File: config.mk
export PLATFORM = sky130hd
export DESIGN_NAME = mfg_gpio
export DESIGN_NICKNAME = d
export VERILOG_FILES = /design/src/inc/mfg_pkg.sv /design/src/core/mfg_gpio.sv
export VERILOG_INCLUDE_DIRS = /design/src /design/src/inc
export SDC_FILE = /design/constraint.sdc
export NUM_CORES = 1
export LEC_CHECK = 0
export ABC_AREA = 0
export BUFFER_PORTS_ARGS = -buffer_cell sky130_fd_sc_hd__buf_2
export CAP_MARGIN = 20
export CORE_MARGIN = 2
export CORE_UTILIZATION = 25
export DETAILED_ROUTE_END_ITERATION = 8
export GPL_TIMING_DRIVEN = 0
export SYNTH_ARGS = -nofsm -noshare
export SYNTH_HDL_FRONTEND = slang
export SYNTH_SLANG_ARGS = --single-unit
File: constraint.sdc
create_clock -name ref_clk -period 2.81 [get_ports ref_clk]
set_input_delay 0.7025 -clock ref_clk [delete_from_list [all_inputs] [get_ports ref_clk]]
set_output_delay 0.7025 -clock ref_clk [all_outputs]
set_load 0.03 [all_outputs]
File: src/inc/mfg_params.svh
/*
  constants for the multi-function pin block: register byte offsets,
  field positions, reset values and response codes.
  assumes a 32-bit axi4-lite slave with word-aligned registers.
*/
// Functional notes
// - pin functions act only once the device reset sequence has completed
// - every pin configures independently to any function and target
// - input mode samples the pin and shows its level in a status register
// - input mode is every pin's default after reset
// - output mode drives the pin from a software-written register bit
// - identically configured pins show identical outputs from shared sources
// - loss-of-lock mode drives high while the latched lock-loss bit is set
// - loss-of-lock stays set until software clears it via sticky-clear
// - alert mode outputs the OR of this pin's enabled alarm bits
// - only latched sticky bits feed the alert output
// - alert drops only after every contributing sticky bit is cleared
// - high on a disable pin disables then tri-states selected outputs
// - low on a disable pin lets selected outputs drive as configured
// - each disable pin has its own programmable output-clock mask
// - each pin has its own register enable
// - a per-pin bit selects open-drain or push-pull output drive
// - open-drain drives only low and releases the pin for high
// - push-pull drives the pin both high and low
// - a per-pin bit selects pull-up or pull-down, pull-up after reset
`ifndef MFG_PARAMS_SVH
`define MFG_PARAMS_SVH

`define MFG_OFS_GLOBAL   8'h00
`define MFG_OFS_STATUS   8'h04
`define MFG_OFS_STICKY   8'h08
`define MFG_OFS_INLVL    8'h0C
`define MFG_OFS_OUTLVL   8'h10
`define MFG_OFS_CLKDIS   8'h14
`define MFG_OFS_PINBASE  8'h40
`define MFG_OFS_MASKBASE 8'h80
`define MFG_OFS_ALRBASE  8'hC0

// per-pin config word fields
`define MFG_CFG_MODE_LO  0
`define MFG_CFG_MODE_W   3
`define MFG_CFG_EN       4
`define MFG_CFG_OD       5
`define MFG_CFG_PULLUP   6
`define MFG_CFG_RST      32'h0000_0040

// global word: bit 0 marks 1.8V supply, bit 1 reset sequence done (ro)
`define MFG_GLB_V18      0
`define MFG_GLB_DONE     1

// sticky bit positions
`define MFG_STK_LOL      0

`define MFG_RESP_OKAY    2'b00
`define MFG_RESP_SLVERR  2'b10

`endif

File: src/inc/mfg_pkg.sv
/*
  types for the multi-function pin block.
  assumes mfg_params.svh supplies numeric constants.
*/
package mfg_pkg;
  typedef enum logic [2:0] {
    MFG_MODE_IN,
    MFG_MODE_OUT,
    MFG_MODE_LOL,
    MFG_MODE_ALERT,
    MFG_MODE_ODIS
  } mfg_mode_t;
endpackage : mfg_pkg

File: src/core/mfg_gpio.sv
/*
  multi-function pin block: per-pin input, output, loss-of-lock, alert
  and output-disable functions, with axi4-lite register access.
  assumes alarm sources and lock status are on ref_clk; pin inputs are
  asynchronous and resync here; resetDone comes from the reset sequencer.
*/
// Chosen here: the register addresses and the AXI4-Lite register port.
`timescale 1ns/100ps
`include "mfg_params.svh"

module mfg_gpio #(
  parameter int NPIN = 9,
  parameter int NALM = 8,
  parameter int NCLK = 12
) (
  input  wire logic              ref_clk,
  input  wire logic              rst_n,
  input  wire logic              clkEn,
  input  wire logic              resetDone,
  input  wire logic              lockLost,
  input  wire logic [NALM-1:0]   alarmEvt,
  input  wire logic [NPIN-1:0]   pinIn,
  output logic      [NPIN-1:0]   pinOut,
  output logic      [NPIN-1:0]   pinOe_n,
  output logic      [NPIN-1:0]   pinPullUp,
  output logic      [NPIN-1:0]   pinPullDn,
  output logic      [NCLK-1:0]   clkOutDisable,
  output logic      [NCLK-1:0]   clkOutHiZ,
  input  wire logic [7:0]        s_axi_awaddr,
  input  wire logic              s_axi_awvalid,
  output logic                   s_axi_awready,
  input  wire logic [31:0]       s_axi_wdata,
  input  wire logic [3:0]        s_axi_wstrb,
  input  wire logic              s_axi_wvalid,
  output logic                   s_axi_wready,
  output logic [1:0]             s_axi_bresp,
  output logic                   s_axi_bvalid,
  input  wire logic              s_axi_bready,
  input  wire logic [7:0]        s_axi_araddr,
  input  wire logic              s_axi_arvalid,
  output logic                   s_axi_arready,
  output logic [31:0]            s_axi_rdata,
  output logic [1:0]             s_axi_rresp,
  output logic                   s_axi_rvalid,
  input  wire logic              s_axi_rready
);

  localparam int NSTK = NALM + 1;

  logic [31:0]     pinCfg_r  [NPIN];
  logic [NCLK-1:0] clkMask_r [NPIN];
  logic [NSTK-1:0] alrEn_r   [NPIN];
  logic            v18_r;
  logic [NPIN-1:0] outLvl_r;
  logic [NSTK-1:0] sticky_r;
  logic [NPIN-1:0] pinSync1_r, pinSync2_r;
  logic [NPIN-1:0] inLvl_r;
  logic            done_r;
  logic [NPIN-1:0] fnOut;
  logic [NPIN-1:0] drvEn;
  logic [NCLK-1:0] disReq;
  logic [NCLK-1:0] clkDis_r;
  logic [NCLK-1:0] clkHiZ_r;

  // axi write and read channel latches, strobes and read decode
  logic [7:0]  awAddr_r;
  logic        awHeld_r;
  logic [31:0] wData_r;
  logic [3:0]  wStrb_r;
  logic        wHeld_r;
  logic        bValid_r;
  logic [1:0]  bResp_r;
  logic        rValid_r;
  logic [31:0] rData_r;
  logic [1:0]  rResp_r;
  logic        wrFire;
  logic [NSTK-1:0] stkClr;
  logic [7:0]      rdAddr;
  logic [31:0]     rdWord;
  logic            rdOk;

  function automatic logic [31:0] strbMerge(input logic [31:0] old,
                                            input logic [31:0] nw,
                                            input logic [3:0]  st);
    logic [31:0] res;
    res = old;
    for (int b = 0; b < 4; b++) begin
      if (st[b]) begin
        res[b*8 +: 8] = nw[b*8 +: 8];
      end
    end
    return res;
  endfunction : strbMerge

  function automatic mfg_pkg::mfg_mode_t cfgMode(input logic [31:0] c);
    return mfg_pkg::mfg_mode_t'(c[`MFG_CFG_MODE_LO +: `MFG_CFG_MODE_W]);
  endfunction : cfgMode

  // pin-array slot decode: base offset, window of four bytes per pin
  function automatic logic inWin(input logic [7:0] a, input logic [7:0] base,
                                 input int n);
    return (a >= base) && (a < base + 8'(n * 4));
  endfunction : inWin

  // one word per pin, laid out upward from a base offset
  function automatic logic slotHit(input logic [7:0] a,
                                   input logic [7:0] base, input int p);
    return a == base + 8'(p * 4);
  endfunction : slotHit

  // registers are whole words: the two low address bits are ignored
  function automatic logic [7:0] wordAddr(input logic [7:0] a);
    return {a[7:2], 2'b00};
  endfunction : wordAddr

  // pin inputs are asynchronous: two flops before anything reads them
  always_ff @(posedge ref_clk or negedge rst_n) begin
    if (!rst_n) begin
      pinSync1_r <= '0;
      pinSync2_r <= '0;
    end else if (clkEn) begin
      pinSync1_r <= pinIn;
      pinSync2_r <= pinSync1_r;
    end
  end

  always_ff @(posedge ref_clk or negedge rst_n) begin
    if (!rst_n) begin
      done_r <= 1'b0;
    end else if (clkEn) begin
      done_r <= resetDone;
    end
  end

  always_ff @(posedge ref_clk or negedge rst_n) begin
    if (!rst_n) begin
      inLvl_r <= '0;
    end else if (clkEn) begin
      inLvl_r <= pinSync2_r;
    end
  end

  assign wrFire = awHeld_r && wHeld_r && !bValid_r;

  // clear strobe: byte lane 0 gates every clear bit
  always_comb begin
    stkClr = '0;
    if (wrFire && awAddr_r == `MFG_OFS_STICKY) begin
      stkClr = wData_r[NSTK-1:0] & {NSTK{wStrb_r[0]}};
    end
  end

  // sticky status: hardware set beats a same-cycle software clear
  always_ff @(posedge ref_clk or negedge rst_n) begin
    if (!rst_n) begin
      sticky_r <= '0;
    end else if (clkEn) begin
      // no self-release: only a written one clears; a source still active
      // sets its bit again at once, so software cannot lose an alarm
      sticky_r <= (sticky_r & ~stkClr) | {alarmEvt, lockLost};
    end
  end

  // global flag and output levels
  always_ff @(posedge ref_clk or negedge rst_n) begin
    if (!rst_n) begin
      v18_r    <= 1'b0;
      outLvl_r <= '0;
    end else if (clkEn && wrFire) begin
      if (awAddr_r == `MFG_OFS_GLOBAL && wStrb_r[0]) begin
        v18_r <= wData_r[`MFG_GLB_V18];
      end
      if (awAddr_r == `MFG_OFS_OUTLVL) begin
        outLvl_r <= NPIN'(strbMerge(32'(outLvl_r), wData_r, wStrb_r));
      end
    end
  end

  // per-pin configuration, clock masks and alert enables
  always_ff @(posedge ref_clk or negedge rst_n) begin
    if (!rst_n) begin
      for (int p = 0; p < NPIN; p++) begin
        pinCfg_r[p]  <= `MFG_CFG_RST;
        clkMask_r[p] <= '0;
        alrEn_r[p]   <= '0;
      end
    end else if (clkEn && wrFire) begin
      for (int p = 0; p < NPIN; p++) begin
        if (slotHit(awAddr_r, `MFG_OFS_PINBASE, p)) begin
          pinCfg_r[p] <= strbMerge(pinCfg_r[p], wData_r, wStrb_r);
        end
        if (slotHit(awAddr_r, `MFG_OFS_MASKBASE, p)) begin
          clkMask_r[p] <= NCLK'(strbMerge(32'(clkMask_r[p]), wData_r,
                                          wStrb_r));
        end
        if (slotHit(awAddr_r, `MFG_OFS_ALRBASE, p)) begin
          alrEn_r[p] <= NSTK'(strbMerge(32'(alrEn_r[p]), wData_r, wStrb_r));
        end
      end
    end
  end

  // per-pin function and drive; each pin built from shared sources
  genvar g;
  generate
    for (g = 0; g < NPIN; g++) begin : gPin
      mfg_pkg::mfg_mode_t md;
      logic en, od, isOut;
      assign md = cfgMode(pinCfg_r[g]);
      assign en = pinCfg_r[g][`MFG_CFG_EN] && done_r;
      assign od = pinCfg_r[g][`MFG_CFG_OD];
      always_comb begin
        isOut = 1'b1;
        case (md)
          mfg_pkg::MFG_MODE_OUT:   fnOut[g] = outLvl_r[g];
          mfg_pkg::MFG_MODE_LOL:   fnOut[g] = sticky_r[`MFG_STK_LOL];
          // only latched bits reach the alert OR
          mfg_pkg::MFG_MODE_ALERT: fnOut[g] = |(sticky_r & alrEn_r[g]);
          default: begin
            fnOut[g] = 1'b0;
            isOut    = 1'b0;
          end
        endcase
        // open drain never drives a high: the pull-up has to lift the pin
        drvEn[g] = en && isOut && !(od && fnOut[g]);
      end
      always_ff @(posedge ref_clk or negedge rst_n) begin
        if (!rst_n) begin
          pinOut[g]    <= 1'b0;
          pinOe_n[g]   <= 1'b1;
          pinPullUp[g] <= 1'b1;
          pinPullDn[g] <= 1'b0;
        end else if (clkEn) begin
          pinOut[g]    <= fnOut[g];
          pinOe_n[g]   <= !drvEn[g];
          pinPullUp[g] <= pinCfg_r[g][`MFG_CFG_PULLUP];
          pinPullDn[g] <= !pinCfg_r[g][`MFG_CFG_PULLUP];
        end
      end
    end
  endgenerate

  always_comb begin
    disReq = '0;
    for (int p = 0; p < NPIN; p++) begin
      if (done_r && pinCfg_r[p][`MFG_CFG_EN] &&
          cfgMode(pinCfg_r[p]) == mfg_pkg::MFG_MODE_ODIS &&
          pinSync2_r[p]) begin
        disReq = disReq | clkMask_r[p];
      end
    end
  end

  // disable first, tri-state a cycle later; release hi-z before enable
  always_ff @(posedge ref_clk or negedge rst_n) begin
    if (!rst_n) begin
      clkDis_r <= '0;
      clkHiZ_r <= '0;
    end else if (clkEn) begin
      clkDis_r <= disReq | clkHiZ_r;
      clkHiZ_r <= disReq & clkDis_r;
    end
  end
  assign clkOutDisable = clkDis_r;
  assign clkOutHiZ     = clkHiZ_r;

  // axi4-lite write side: address and data accepted in either order
  // a new pair may be latched while a response waits; it fires after bready
  assign s_axi_awready = !awHeld_r;
  assign s_axi_wready  = !wHeld_r;
  assign s_axi_bvalid  = bValid_r;
  assign s_axi_bresp   = bResp_r;

  always_ff @(posedge ref_clk or negedge rst_n) begin
    if (!rst_n) begin
      awHeld_r <= 1'b0;
      awAddr_r <= '0;
      wHeld_r  <= 1'b0;
      wData_r  <= '0;
      wStrb_r  <= '0;
      bValid_r <= 1'b0;
      bResp_r  <= `MFG_RESP_OKAY;
    end else if (clkEn) begin
      if (s_axi_awvalid && !awHeld_r) begin
        awHeld_r <= 1'b1;
        awAddr_r <= wordAddr(s_axi_awaddr);
      end
      if (s_axi_wvalid && !wHeld_r) begin
        wHeld_r <= 1'b1;
        wData_r <= s_axi_wdata;
        wStrb_r <= s_axi_wstrb;
      end
      if (wrFire) begin
        awHeld_r <= 1'b0;
        wHeld_r  <= 1'b0;
        bValid_r <= 1'b1;
        bResp_r  <= wrOk(awAddr_r) ? `MFG_RESP_OKAY : `MFG_RESP_SLVERR;
      end else if (bValid_r && s_axi_bready) begin
        bValid_r <= 1'b0;
      end
    end
  end

  function automatic logic wrOk(input logic [7:0] a);
    return a == `MFG_OFS_GLOBAL || a == `MFG_OFS_STICKY ||
           a == `MFG_OFS_OUTLVL || inWin(a, `MFG_OFS_PINBASE, NPIN) ||
           inWin(a, `MFG_OFS_MASKBASE, NPIN) ||
           inWin(a, `MFG_OFS_ALRBASE, NPIN);
  endfunction : wrOk

  // axi4-lite read side: one-cycle answer after address is taken
  assign s_axi_arready = !rValid_r;
  assign s_axi_rvalid  = rValid_r;
  assign s_axi_rdata   = rData_r;
  assign s_axi_rresp   = rResp_r;

  // read decode: unmapped words answer with an error and zero data
  always_comb begin
    rdAddr = wordAddr(s_axi_araddr);
    rdWord = '0;
    rdOk   = 1'b1;
    if (rdAddr == `MFG_OFS_GLOBAL) begin
      rdWord[`MFG_GLB_V18]  = v18_r;
      rdWord[`MFG_GLB_DONE] = done_r;
    end else if (rdAddr == `MFG_OFS_STATUS) begin
      // live sources: a pulse between two reads only shows in sticky
      rdWord[NSTK-1:0] = {alarmEvt, lockLost};
    end else if (rdAddr == `MFG_OFS_STICKY) begin
      rdWord[NSTK-1:0] = sticky_r;
    end else if (rdAddr == `MFG_OFS_INLVL) begin
      rdWord[NPIN-1:0] = inLvl_r;
    end else if (rdAddr == `MFG_OFS_OUTLVL) begin
      rdWord[NPIN-1:0] = outLvl_r;
    end else if (rdAddr == `MFG_OFS_CLKDIS) begin
      rdWord[NCLK-1:0] = clkDis_r;
    end else begin
      rdOk = 1'b0;
      for (int p = 0; p < NPIN; p++) begin
        if (slotHit(rdAddr, `MFG_OFS_PINBASE, p)) begin
          rdWord = pinCfg_r[p];
          rdOk   = 1'b1;
        end
        if (slotHit(rdAddr, `MFG_OFS_MASKBASE, p)) begin
          rdWord[NCLK-1:0] = clkMask_r[p];
          rdOk             = 1'b1;
        end
        if (slotHit(rdAddr, `MFG_OFS_ALRBASE, p)) begin
          rdWord[NSTK-1:0] = alrEn_r[p];
          rdOk             = 1'b1;
        end
      end
    end
  end

  always_ff @(posedge ref_clk or negedge rst_n) begin
    if (!rst_n) begin
      rValid_r <= 1'b0;
      rData_r  <= '0;
      rResp_r  <= `MFG_RESP_OKAY;
    end else if (clkEn) begin
      if (s_axi_arvalid && !rValid_r) begin
        rValid_r <= 1'b1;
        rData_r  <= rdWord;
        rResp_r  <= rdOk ? `MFG_RESP_OKAY : `MFG_RESP_SLVERR;
      end else if (rValid_r && s_axi_rready) begin
        rValid_r <= 1'b0;
      end
    end
  end

endmodule : mfg_gpio

# ---- After elaboration in Yosys (flattened, before gate mapping)
# Cells that the tools add are included.
dict set report totals {
  inputBits 79
  reg_bits 666
  wordCells 640
  output_inout_bits 101
}
dict set report classes {
  magnitude_cmp 6
  n_mux 176
  reduce_logical 210
  n_bitwise 23
  n_eq_ne 97
}
# cell count
set op_table {}
lappend op_table {{$mux 32} 45}
lappend op_table {{$mux 12} 49}
lappend op_table {{$reduce_and 3->1} 74}
lappend op_table {{$eq 6x6->1 const B} 36}
lappend op_table {{$mux 9} 14}
lappend op_table {{$eq 6x5->1 const B} 18}
lappend op_table {{$or 12x12->12} 9}
lappend op_table {{$and 9x9->9} 11}
lappend op_table {{$mux 23} 4}
lappend op_table {{$reduce_or 9->1} 9}
lappend op_table {{$logic_and 1x1->1} 67}
lappend op_table {{$eq 3x2->1 const B} 18}
lappend op_table {{$mux 1} 50}
lappend op_table {{$logic_not 1->1} 31}
lappend op_table {{$mux 30} 1}
lappend op_table {{$eq 3x1->1 const B} 9}
lappend op_table {{$eq 3x3->1 const B} 9}
lappend op_table {{$pmux 1 s3} 9}
lappend op_table {{$reduce_or 3->1} 9}
lappend op_table {{$mux 20} 1}
lappend op_table {{$eq 6x2->1 const B} 3}
lappend op_table {{$eq 6x3->1 const B} 3}
lappend op_table {{$reduce_and 2->1} 9}
lappend op_table {{$ge 8x8->1 const B} 2}
lappend op_table {{other kinds (12)} 22}

# ---- Longest topological paths before layout
# Gate-level depths: netlist of run 1.
dict set report depth {
  word_depth 100
  ltp_mapped 11
  ltp_nobuf 7
}

# ---- Worst setup path after synthesis of run 1
# OpenSTA, ideal clock, no wires.
dict set report synth_path {
  path_type {input to register}
  from {input s_axi_araddr[4]}
  to {register rData_r[6] (netlist: s_axi_rdata[6])}
  arrival_time_ns 2.324
  path_buffers 2
  setup_slack_ns 0.360
  required_ns 2.684
  cell_stages 8
  setup_time_ns 0.126
  cell_sequence {buf_6 > or4_1 > buf_2 > nor2_8 > nor4_1 > a221o_1 > nor4b_2 > a21oi_1}
}
dict set report synth_via {
  elab_chain_cells 100
  elab_cells_between_ends 132
  cone_classes {32 x eq/ne; 99 x mux; 1 x reduce/logical}
}
# element line_no
set synth_rtl {}
lappend synth_rtl {{start: declaration} mfg_gpio.sv:39} ;# input wire logic [7:0] s_axi_araddr,
lappend synth_rtl {{$eq 6x5->1} mfg_gpio.sv:108} ;# return a == base + 8'(p * 4);
lappend synth_rtl {{$mux 32} mfg_gpio.sv:339} ;# if (slotHit(rdAddr, `MFG_OFS_PINBASE, p)) begin
lappend synth_rtl {{$mux 32} mfg_gpio.sv:334} ;# end else if (rdAddr == `MFG_OFS_CLKDIS) begin
lappend synth_rtl {{$mux 32} mfg_gpio.sv:332} ;# end else if (rdAddr == `MFG_OFS_OUTLVL) begin
lappend synth_rtl {{$mux 32} mfg_gpio.sv:330} ;# end else if (rdAddr == `MFG_OFS_INLVL) begin
lappend synth_rtl {{$mux 32} mfg_gpio.sv:328} ;# end else if (rdAddr == `MFG_OFS_STICKY) begin
lappend synth_rtl {{$mux 32} mfg_gpio.sv:325} ;# end else if (rdAddr == `MFG_OFS_STATUS) begin
lappend synth_rtl {{$mux 32} mfg_gpio.sv:322} ;# if (rdAddr == `MFG_OFS_GLOBAL) begin
lappend synth_rtl {{[... 84 more ...]} -}
lappend synth_rtl {{$mux 12} mfg_gpio.sv:343} ;# if (slotHit(rdAddr, `MFG_OFS_MASKBASE, p)) begin
lappend synth_rtl {{$mux 9} mfg_gpio.sv:347} ;# if (slotHit(rdAddr, `MFG_OFS_ALRBASE, p)) begin
lappend synth_rtl {{$mux 12} mfg_gpio.sv:334}
lappend synth_rtl {{$mux 9} mfg_gpio.sv:332}
lappend synth_rtl {{$mux 9} mfg_gpio.sv:330}
lappend synth_rtl {{$mux 9} mfg_gpio.sv:328}
lappend synth_rtl {{$mux 9} mfg_gpio.sv:325}
lappend synth_rtl {{$mux 30 (*)} mfg_gpio.sv:322}
lappend synth_rtl {{end signal: assignment} mfg_gpio.sv:363} ;# rData_r <= rdWord;
lappend synth_rtl {{end: declaration} mfg_gpio.sv:74} ;# logic [31:0] rData_r;
# Mark *: on every way between the ends. The rest lies on a longest branch, timed or not. The select of a mux whose other input is x is not followed.
# A chain may end at the register's enable or synchronous reset.

# ---- Worst setup path in the final report of run 1
dict set report layout_path {
  from {register awAddr_r[3]}
  to {register clkMask_r[24] (netlist name)}
}
dict set report layout_via {
  elab_chain_cells 2
}
# element line_no
set layout_rtl {}
lappend layout_rtl {{start: declaration} mfg_gpio.sv:66} ;# logic [7:0] awAddr_r;
lappend layout_rtl {{start signal: assignment} mfg_gpio.sv:286} ;# awAddr_r <= wordAddr(s_axi_awaddr);
lappend layout_rtl {{$eq 6x6->1} mfg_gpio.sv:108}
lappend layout_rtl {{$reduce_and 3->1 (no source line)} -}
lappend layout_rtl {{end signal: indexed assignment} mfg_gpio.sv:193} ;# clkMask_r[p] <= NCLK'(strbMerge(32'(clkMask_r[p]), wData_r,
lappend layout_rtl {{end: declaration} mfg_gpio.sv:51} ;# logic [NCLK-1:0] clkMask_r [NPIN];
# No other way between the ends.

==> results of run 1 <==
-- stage by stage --
stage | setup TNS, ns | cells
after CTS | -15.93 | 4655
after detailed placement | -241.32 | 4519
final | -5.19 | 4667
after global placement | -9051.77 | 4492
after global routing | -27.64 | 4664
after floorplan | 0 | 2669
-- cells by family (layout without fill, tap and decap cells) --
family / after synthesis / in the layout / share of synthesized area [%]
buffers and inverters: 236 / 581 / 3.19
AO/OA/AOI/OAI: 591 / 591 / 13.1
flip-flops: 664 / 664 / 53.0
multiplexers: 612 / 612 / 21.9
AND/OR/NAND/NOR: 564 / 564 / 8.76
other: 1 / 5 / 0.0119
-- where the power goes --
part           switching [mW]  internal [mW]  leakage [nW]  total [mW]
Sequential               1.93           11.3          8.87        13.2
Clock                    4.34           5.84          1.24        10.2
Combinational            4.00           2.24          7.26        6.24
-- how the worst min path moves through the flow --
stage                                   to  depth (start not counted)
2_1_floorplan       alrEn_r[0]$_DFFE_PN0P_                          0
3_3_place_gp   s_axi_rdata[12]$_DFFE_PN0P_                          1
3_5_place_dp   s_axi_rdata[12]$_DFFE_PN0P_                          1
4_1_cts            wData_r[17]$_DFFE_PN0P_                          1
5_1_grt            wData_r[17]$_DFFE_PN0P_                          1
6_report           wData_r[17]$_DFFE_PN0P_                          1
-- cell type report --
| class | count | area, um2 |
|---|---|---|
| multi-input combinational | 1769 | 14100 |
| tap | 1650 | 2060 |
| fill | 12888 | 87300 |
| inverter | 41 | 154 |
| antenna | 3 | 7.51 |
| clock buffer | 105 | 2130 |
| sequential | 664 | 16600 |
| clock inverter | 29 | 375 |
| timing repair buffer | 217 | 1430 |
| buffer | 189 | 916 |
-- per-layer routing --
metal	up-vias	track usage, %	part of all wire [%]	wire (um)
met2	1359	36.0	45	68100
li1	10523	-	-	-
met4	14	11.9	6.0	9060
met3	326	5.05	8.2	12600
met1	13446	30.7	41	62400
met5	-	0	0.062	95
-- synth_stat cells, drive strengths merged (36+ instances only) --
library cell	count
a21oi	84
a22oi	102
o22ai	46
mux2	571
mux2i	37
o21ai	114
nand3	49
a22o	36
dfrtp	637
nor2	136
a221oi	54
nand2	241
clkbuf	108
buf	87
inv	41
-- what timing repair did --
item / CTS / global route
gates resized for setup: 72 / 70
buffers inserted: 7 / 10
pin swaps: 5 / 5
setup endpoints to repair: 298 / 312
endpoints found under the hold margin: 0 / 0
-- sequential cells by signal (all words and copies together) (netlist names), 12 cells and up --
name / flops
wData_r: 32
alrEn_r: 81
gPin.md: 27
clkOutDisable: 12
s_axi_rdata: 32
pinCfg_r: 252
clkOutHiZ: 12
clkMask_r: 108
==> impl_metrics.env, run 1 <==
export IMPL_fmax_ghz=0.339
export IMPL_worstMarginPinSlew_ns=1.17
export IMPL_synth_async_sr_flop_share_pct=100
export IMPL_dr_pass1_iters=6
export IMPL_antenna_found_initial=17
export IMPL_grt_max_degree=113
export IMPL_placementRows=130
export IMPL_cts_buffers_inserted=75
export IMPL_nets=3036
export IMPL_postSynthCellCount=2668
export IMPL_seq_area_frac_synth_pct=53.0
export IMPL_power_mw=29.6
export IMPL_dp_slack_ns=-1.23
export IMPL_num_io_pins=180
export IMPL_syn_area_per_cell_um2=11.8
export IMPL_clkTransAtPathRegs_ns=0.06
export IMPL_drv_cap=0
export IMPL_cts_root_buf="clkbuf_16"
export IMPL_cts_num_sinks=664
export IMPL_skew_ns=0.0277
export IMPL_crit_cells=5
export IMPL_synth_area_top_cells="dfrtp_1, mux2_2, nand2_1"
export IMPL_synth_edf_count=0
export IMPL_dp_hpwl_um=116000
export IMPL_r2r_slack_ns=-0.14
export IMPL_crit_end="clkMask_r[24]$_DFFE_PN0P_"
export IMPL_hold_viol=0
export IMPL_grt_overflow_total=0
export IMPL_cp_data_required_time_ns=3.34
export IMPL_final_common_cell="dfrtp_1"
export IMPL_grt_usage_pct=23.3
export IMPL_cp_end_kind="flop"
export IMPL_criticalPathCategory="flop to flop"
export IMPL_fin_crit_ns=2.95
export IMPL_synth_top_area_share_pct=50.8
export IMPL_h_tree_depth=3
export IMPL_die_width_um=358
export IMPL_r2r_start="awAddr_r[3]$_DFFE_PN0P_"
export IMPL_critPathMaxFanout=9
export IMPL_powerDensity_nw_per_um2=783
export IMPL_slowest_delay_ns=0.74
export IMPL_yosysWarnings=0
export IMPL_slowest_stage="nor2_1"
export IMPL_drive_gt1_share_pct=36.7
export IMPL_avgViaCountPerCell=5.50
export IMPL_cts_path_max_buffers=3
export IMPL_hold_ws_ns=0.0221
export IMPL_slew_violations=0
export IMPL_status="complete, but fails checks"
export IMPL_crit_buf_inv=1
export IMPL_crit_chain="clkbuf_1, nand2b_1, nor2_1, nand2_1, mux2_2"
export IMPL_ant_nets=0
export IMPL_port_buffers=173
export IMPL_synth_top_cell_by_area="dfrtp_1"
export IMPL_wl_per_cell_um=32.6
export IMPL_reg2regPathDepth=5
export IMPL_grt_pass1_wl_um=208000
export IMPL_utilization_pct=30.2
export IMPL_drtIter0Drc=3033
export IMPL_stdcell_area_um2=37800
export IMPL_critPathArrivalTime_ns=3.48
export IMPL_setup_viol=126
export IMPL_area_growth_pct=20.4
export IMPL_chipHeight_um=358
export IMPL_start_util_pct=25.1
export IMPL_routed_wirelength_um=152000
export IMPL_globalplace_congestion=1.07
export IMPL_synth_seq_cells=664
export IMPL_critPathLaunch="awAddr_r[3]$_DFFE_PN0P_"
export IMPL_critPathLaunchType="flop"
export IMPL_placed_cell_area_um2=34700
export IMPL_synth_cell_types=78
export IMPL_rsz0062_at_grt="yes"
export IMPL_slew_headroom_pct=22.1
export IMPL_grt_pass1_vias=24929
export IMPL_drc=0
export IMPL_cts_hold_buf=0
export IMPL_ys_flop_type="dfrtp_1"
export IMPL_failed_checks="setup timing"
export IMPL_coreArea_um2=125000
export IMPL_final_cell_mix="dfrtp_1, mux2_2, nand2_1"
export IMPL_crit_family="simple AND/OR/NAND/NOR gates"
export IMPL_max_vdd_ir_drop_v=0.000556
export IMPL_clk_latency_ns=0.66
export IMPL_syn_area_um2=31400
export IMPL_fin_crit_sh_pct=105
export IMPL_p_leak_nw=17.4
export IMPL_dieArea_um2=128000
export IMPL_num_vias=25668
export IMPL_setup_slack_ns=-0.138
export IMPL_min_path_type="primary input to async pin"
export IMPL_cts_tree="done"
export IMPL_reg2reg_to="clkMask_r[24]$_DFFE_PN0P_"
Note: power is estimated with default switching activity, not from simulation.
==> run 2: changes to the inputs <==
- BUFFER_PORTS_ARGS: -buffer_cell sky130_fd_sc_hd__buf_2 -> default
- CTS_CLUSTER_DIAMETER: default -> 150
- DONT_BUFFER_PORTS: default -> 1
==> impl_metrics.env, run 2 (synthesized netlist as in run 1, its figures left out) <==
export IMPL_powerDensity_nw_per_um2=812
export IMPL_routed_wirelength_um=158000
export IMPL_p_leak_nw=16.6
export IMPL_grt_overflow_total=0
export IMPL_area_growth_pct=17.6
export IMPL_fin_crit_ns=3.20
export IMPL_num_io_pins=180
export IMPL_dieArea_um2=128000
export IMPL_stdcell_area_um2=36900
export IMPL_dp_hpwl_um=119000
export IMPL_cts_tree="done"
export IMPL_slew_violations=558
export IMPL_rsz0062_at_grt="yes"
export IMPL_ant_nets=0
export IMPL_final_cell_mix="dfrtp_1, mux2_2, nand2_1"
export IMPL_slew_headroom_pct=-197
export IMPL_setup_viol=226
export IMPL_clk_latency_ns=0.68
export IMPL_final_common_cell="dfrtp_1"
export IMPL_critPathArrivalTime_ns=2.92
export IMPL_placed_cell_area_um2=33800
export IMPL_antenna_found_initial=19
export IMPL_fin_crit_sh_pct=114
export IMPL_h_tree_depth=3
export IMPL_avgViaCountPerCell=5.55
export IMPL_placementRows=130
export IMPL_grt_pass1_wl_um=214000
export IMPL_num_vias=24976
export IMPL_cp_data_required_time_ns=2.53
export IMPL_fmax_ghz=0.313
export IMPL_chipHeight_um=358
export IMPL_cts_buffers_inserted=77
export IMPL_reg_top3="pinCfg_r (252), clkMask_r (108), alrEn_r (81)"
export IMPL_worstMarginPinSlew_ns=4.45
export IMPL_grt_usage_pct=24.3
export IMPL_start_util_pct=25.1
export IMPL_power_mw=30.0
export IMPL_clkTransAtPathRegs_ns=0.06
export IMPL_critPathLaunch="rst_n"
export IMPL_reg2regPathDepth=7
export IMPL_failed_checks="hold timing, slew limit, setup timing"
export IMPL_dp_slack_ns=-1.17
export IMPL_globalplace_congestion=1.03
export IMPL_crit_end="clkMask_r[79]$_DFFE_PN0P_"
export IMPL_skew_ns=0.0271
export IMPL_coreArea_um2=125000
export IMPL_regMostFlops="pinCfg_r"
export IMPL_cts_num_sinks=664
export IMPL_status="complete, but fails checks"
export IMPL_reg2reg_to="s_axi_rdata[7]$_DFFE_PN0P_"
export IMPL_drv_cap=0
export IMPL_critPathLaunchType="primary input"
export IMPL_critPathMaxFanout=664
export IMPL_drtIter0Drc=2883
export IMPL_hold_viol=91
export IMPL_grt_max_degree=665
export IMPL_drive_gt1_share_pct=32.7
export IMPL_grt_pass1_vias=24530
export IMPL_min_path_type="primary input to async pin"
export IMPL_hold_ws_ns=-0.253
export IMPL_largest_reg_flops=252
export IMPL_port_buffers=0
export IMPL_die_width_um=358
export IMPL_dr_pass1_iters=6
export IMPL_crit_cells=0
export IMPL_r2r_slack_ns=-0.09
export IMPL_criticalPathCategory="primary input to async pin"
export IMPL_cp_end_kind="async pin"
export IMPL_cts_root_buf="clkbuf_16"
export IMPL_max_vdd_ir_drop_v=0.000441
export IMPL_fillers=12829
export IMPL_wl_per_cell_um=35.1
export IMPL_cts_path_max_buffers=3
export IMPL_drc=0
export IMPL_setup_slack_ns=-0.390
export IMPL_r2r_start="s_axi_rvalid$_DFFE_PN0P_"
export IMPL_nets=2861
run 2: changes by cell type in the layout (fill, tap and decap cells not counted), moves of 3 or more:
cell	previous run	this run
buf_2	207	45
buf_4	42	30
clkbuf_8	12	18
nor2_4	11	5
buf_16	7	2
clkbuf_4	8	3
bufinv_16	5	9
clkbuf_2	21	17
nor2_2	8	12
buf_8	6	9
inv_16	4	1
nor4_2	2	5
run 2: timing repair:
action | in CTS | in global routing
setup buffers | 5 | 8
setup endpoints to repair | 336 | 225
endpoints found under the hold margin | 637 | 634
pin swaps | 1 | 4
gates resized for setup | 55 | 39
run 2: worst register-to-register path, stage by stage, from the launching register on:
cell	delay, ns
dfrtp_1	0.50
nand3b_1	0.27
buf_12	0.18
a21oi_4	0.30
o21ai_1	0.30
a211oi_4	0.60
o211ai_1	0.47
nand3_1	0.22
run 2: worst min path at each step:
stage,startpoint,slack (ns),depth (start not counted),endpoint
floorplan,rst_n,0.41,0,alrEn_r[0]$_DFFE_PN0P_
CTS,rst_n,-0.28,0,wData_r[16]$_DFFE_PN0P_
global placement,rst_n,0.44,0,wData_r[16]$_DFFE_PN0P_
global route,rst_n,-0.28,0,wData_r[17]$_DFFE_PN0P_
finish,rst_n,-0.25,0,wData_r[17]$_DFFE_PN0P_
detailed placement,rst_n,0.44,0,wData_r[16]$_DFFE_PN0P_
run 2: final cells by class:
type | instances | area [um2] | share of cell area, %
repair buffers | 41 | 437 | 1.18
multi-input cells | 1769 | 14000 | 37.9
clock inverters | 34 | 487 | 1.32
diodes | 4 | 10.0 | 0.0271
inverters | 41 | 154 | 0.417
clock buffers | 107 | 2240 | 6.07
well taps | 1650 | 2060 | 5.59
flip-flops and latches | 664 | 16600 | 45.1
plain buffers | 188 | 872 | 2.36
run 2: through the flow:
| step | util [%] | instances | setup TNS [ns] |
|---|---|---|---|
| after floorplan | - | 2669 | 0 |
| after CTS | 29.4 | 4488 | -0.924 |
| after detailed placement | 27.0 | 4346 | -119.07 |
| after global routing | 29.5 | 4494 | -11.10 |
| final | 29.5 | 4498 | -52.94 |
| after global placement | 26.8 | 4319 | -292.35 |
run 2: metal layers:
layer / vias up / GRT usage [%] / part of all wire, %
met5: - / 0 / 0.027
met4: 6 / 12.6 / 6.1
met3: 351 / 4.80 / 7.3
met2: 1231 / 38.2 / 45
met1: 13199 / 31.5 / 41
li1: 10189 / - / -
run 2: power by group:
| group | switching (mW) | internal, mW | leakage [nW] | total (mW) |
|---|---|---|---|---|
| combinational | 3.48 | 2.09 | 6.38 | 5.57 |
| clock | 4.41 | 6.46 | 1.34 | 10.9 |
| sequential | 2.27 | 11.3 | 8.87 | 13.6 |
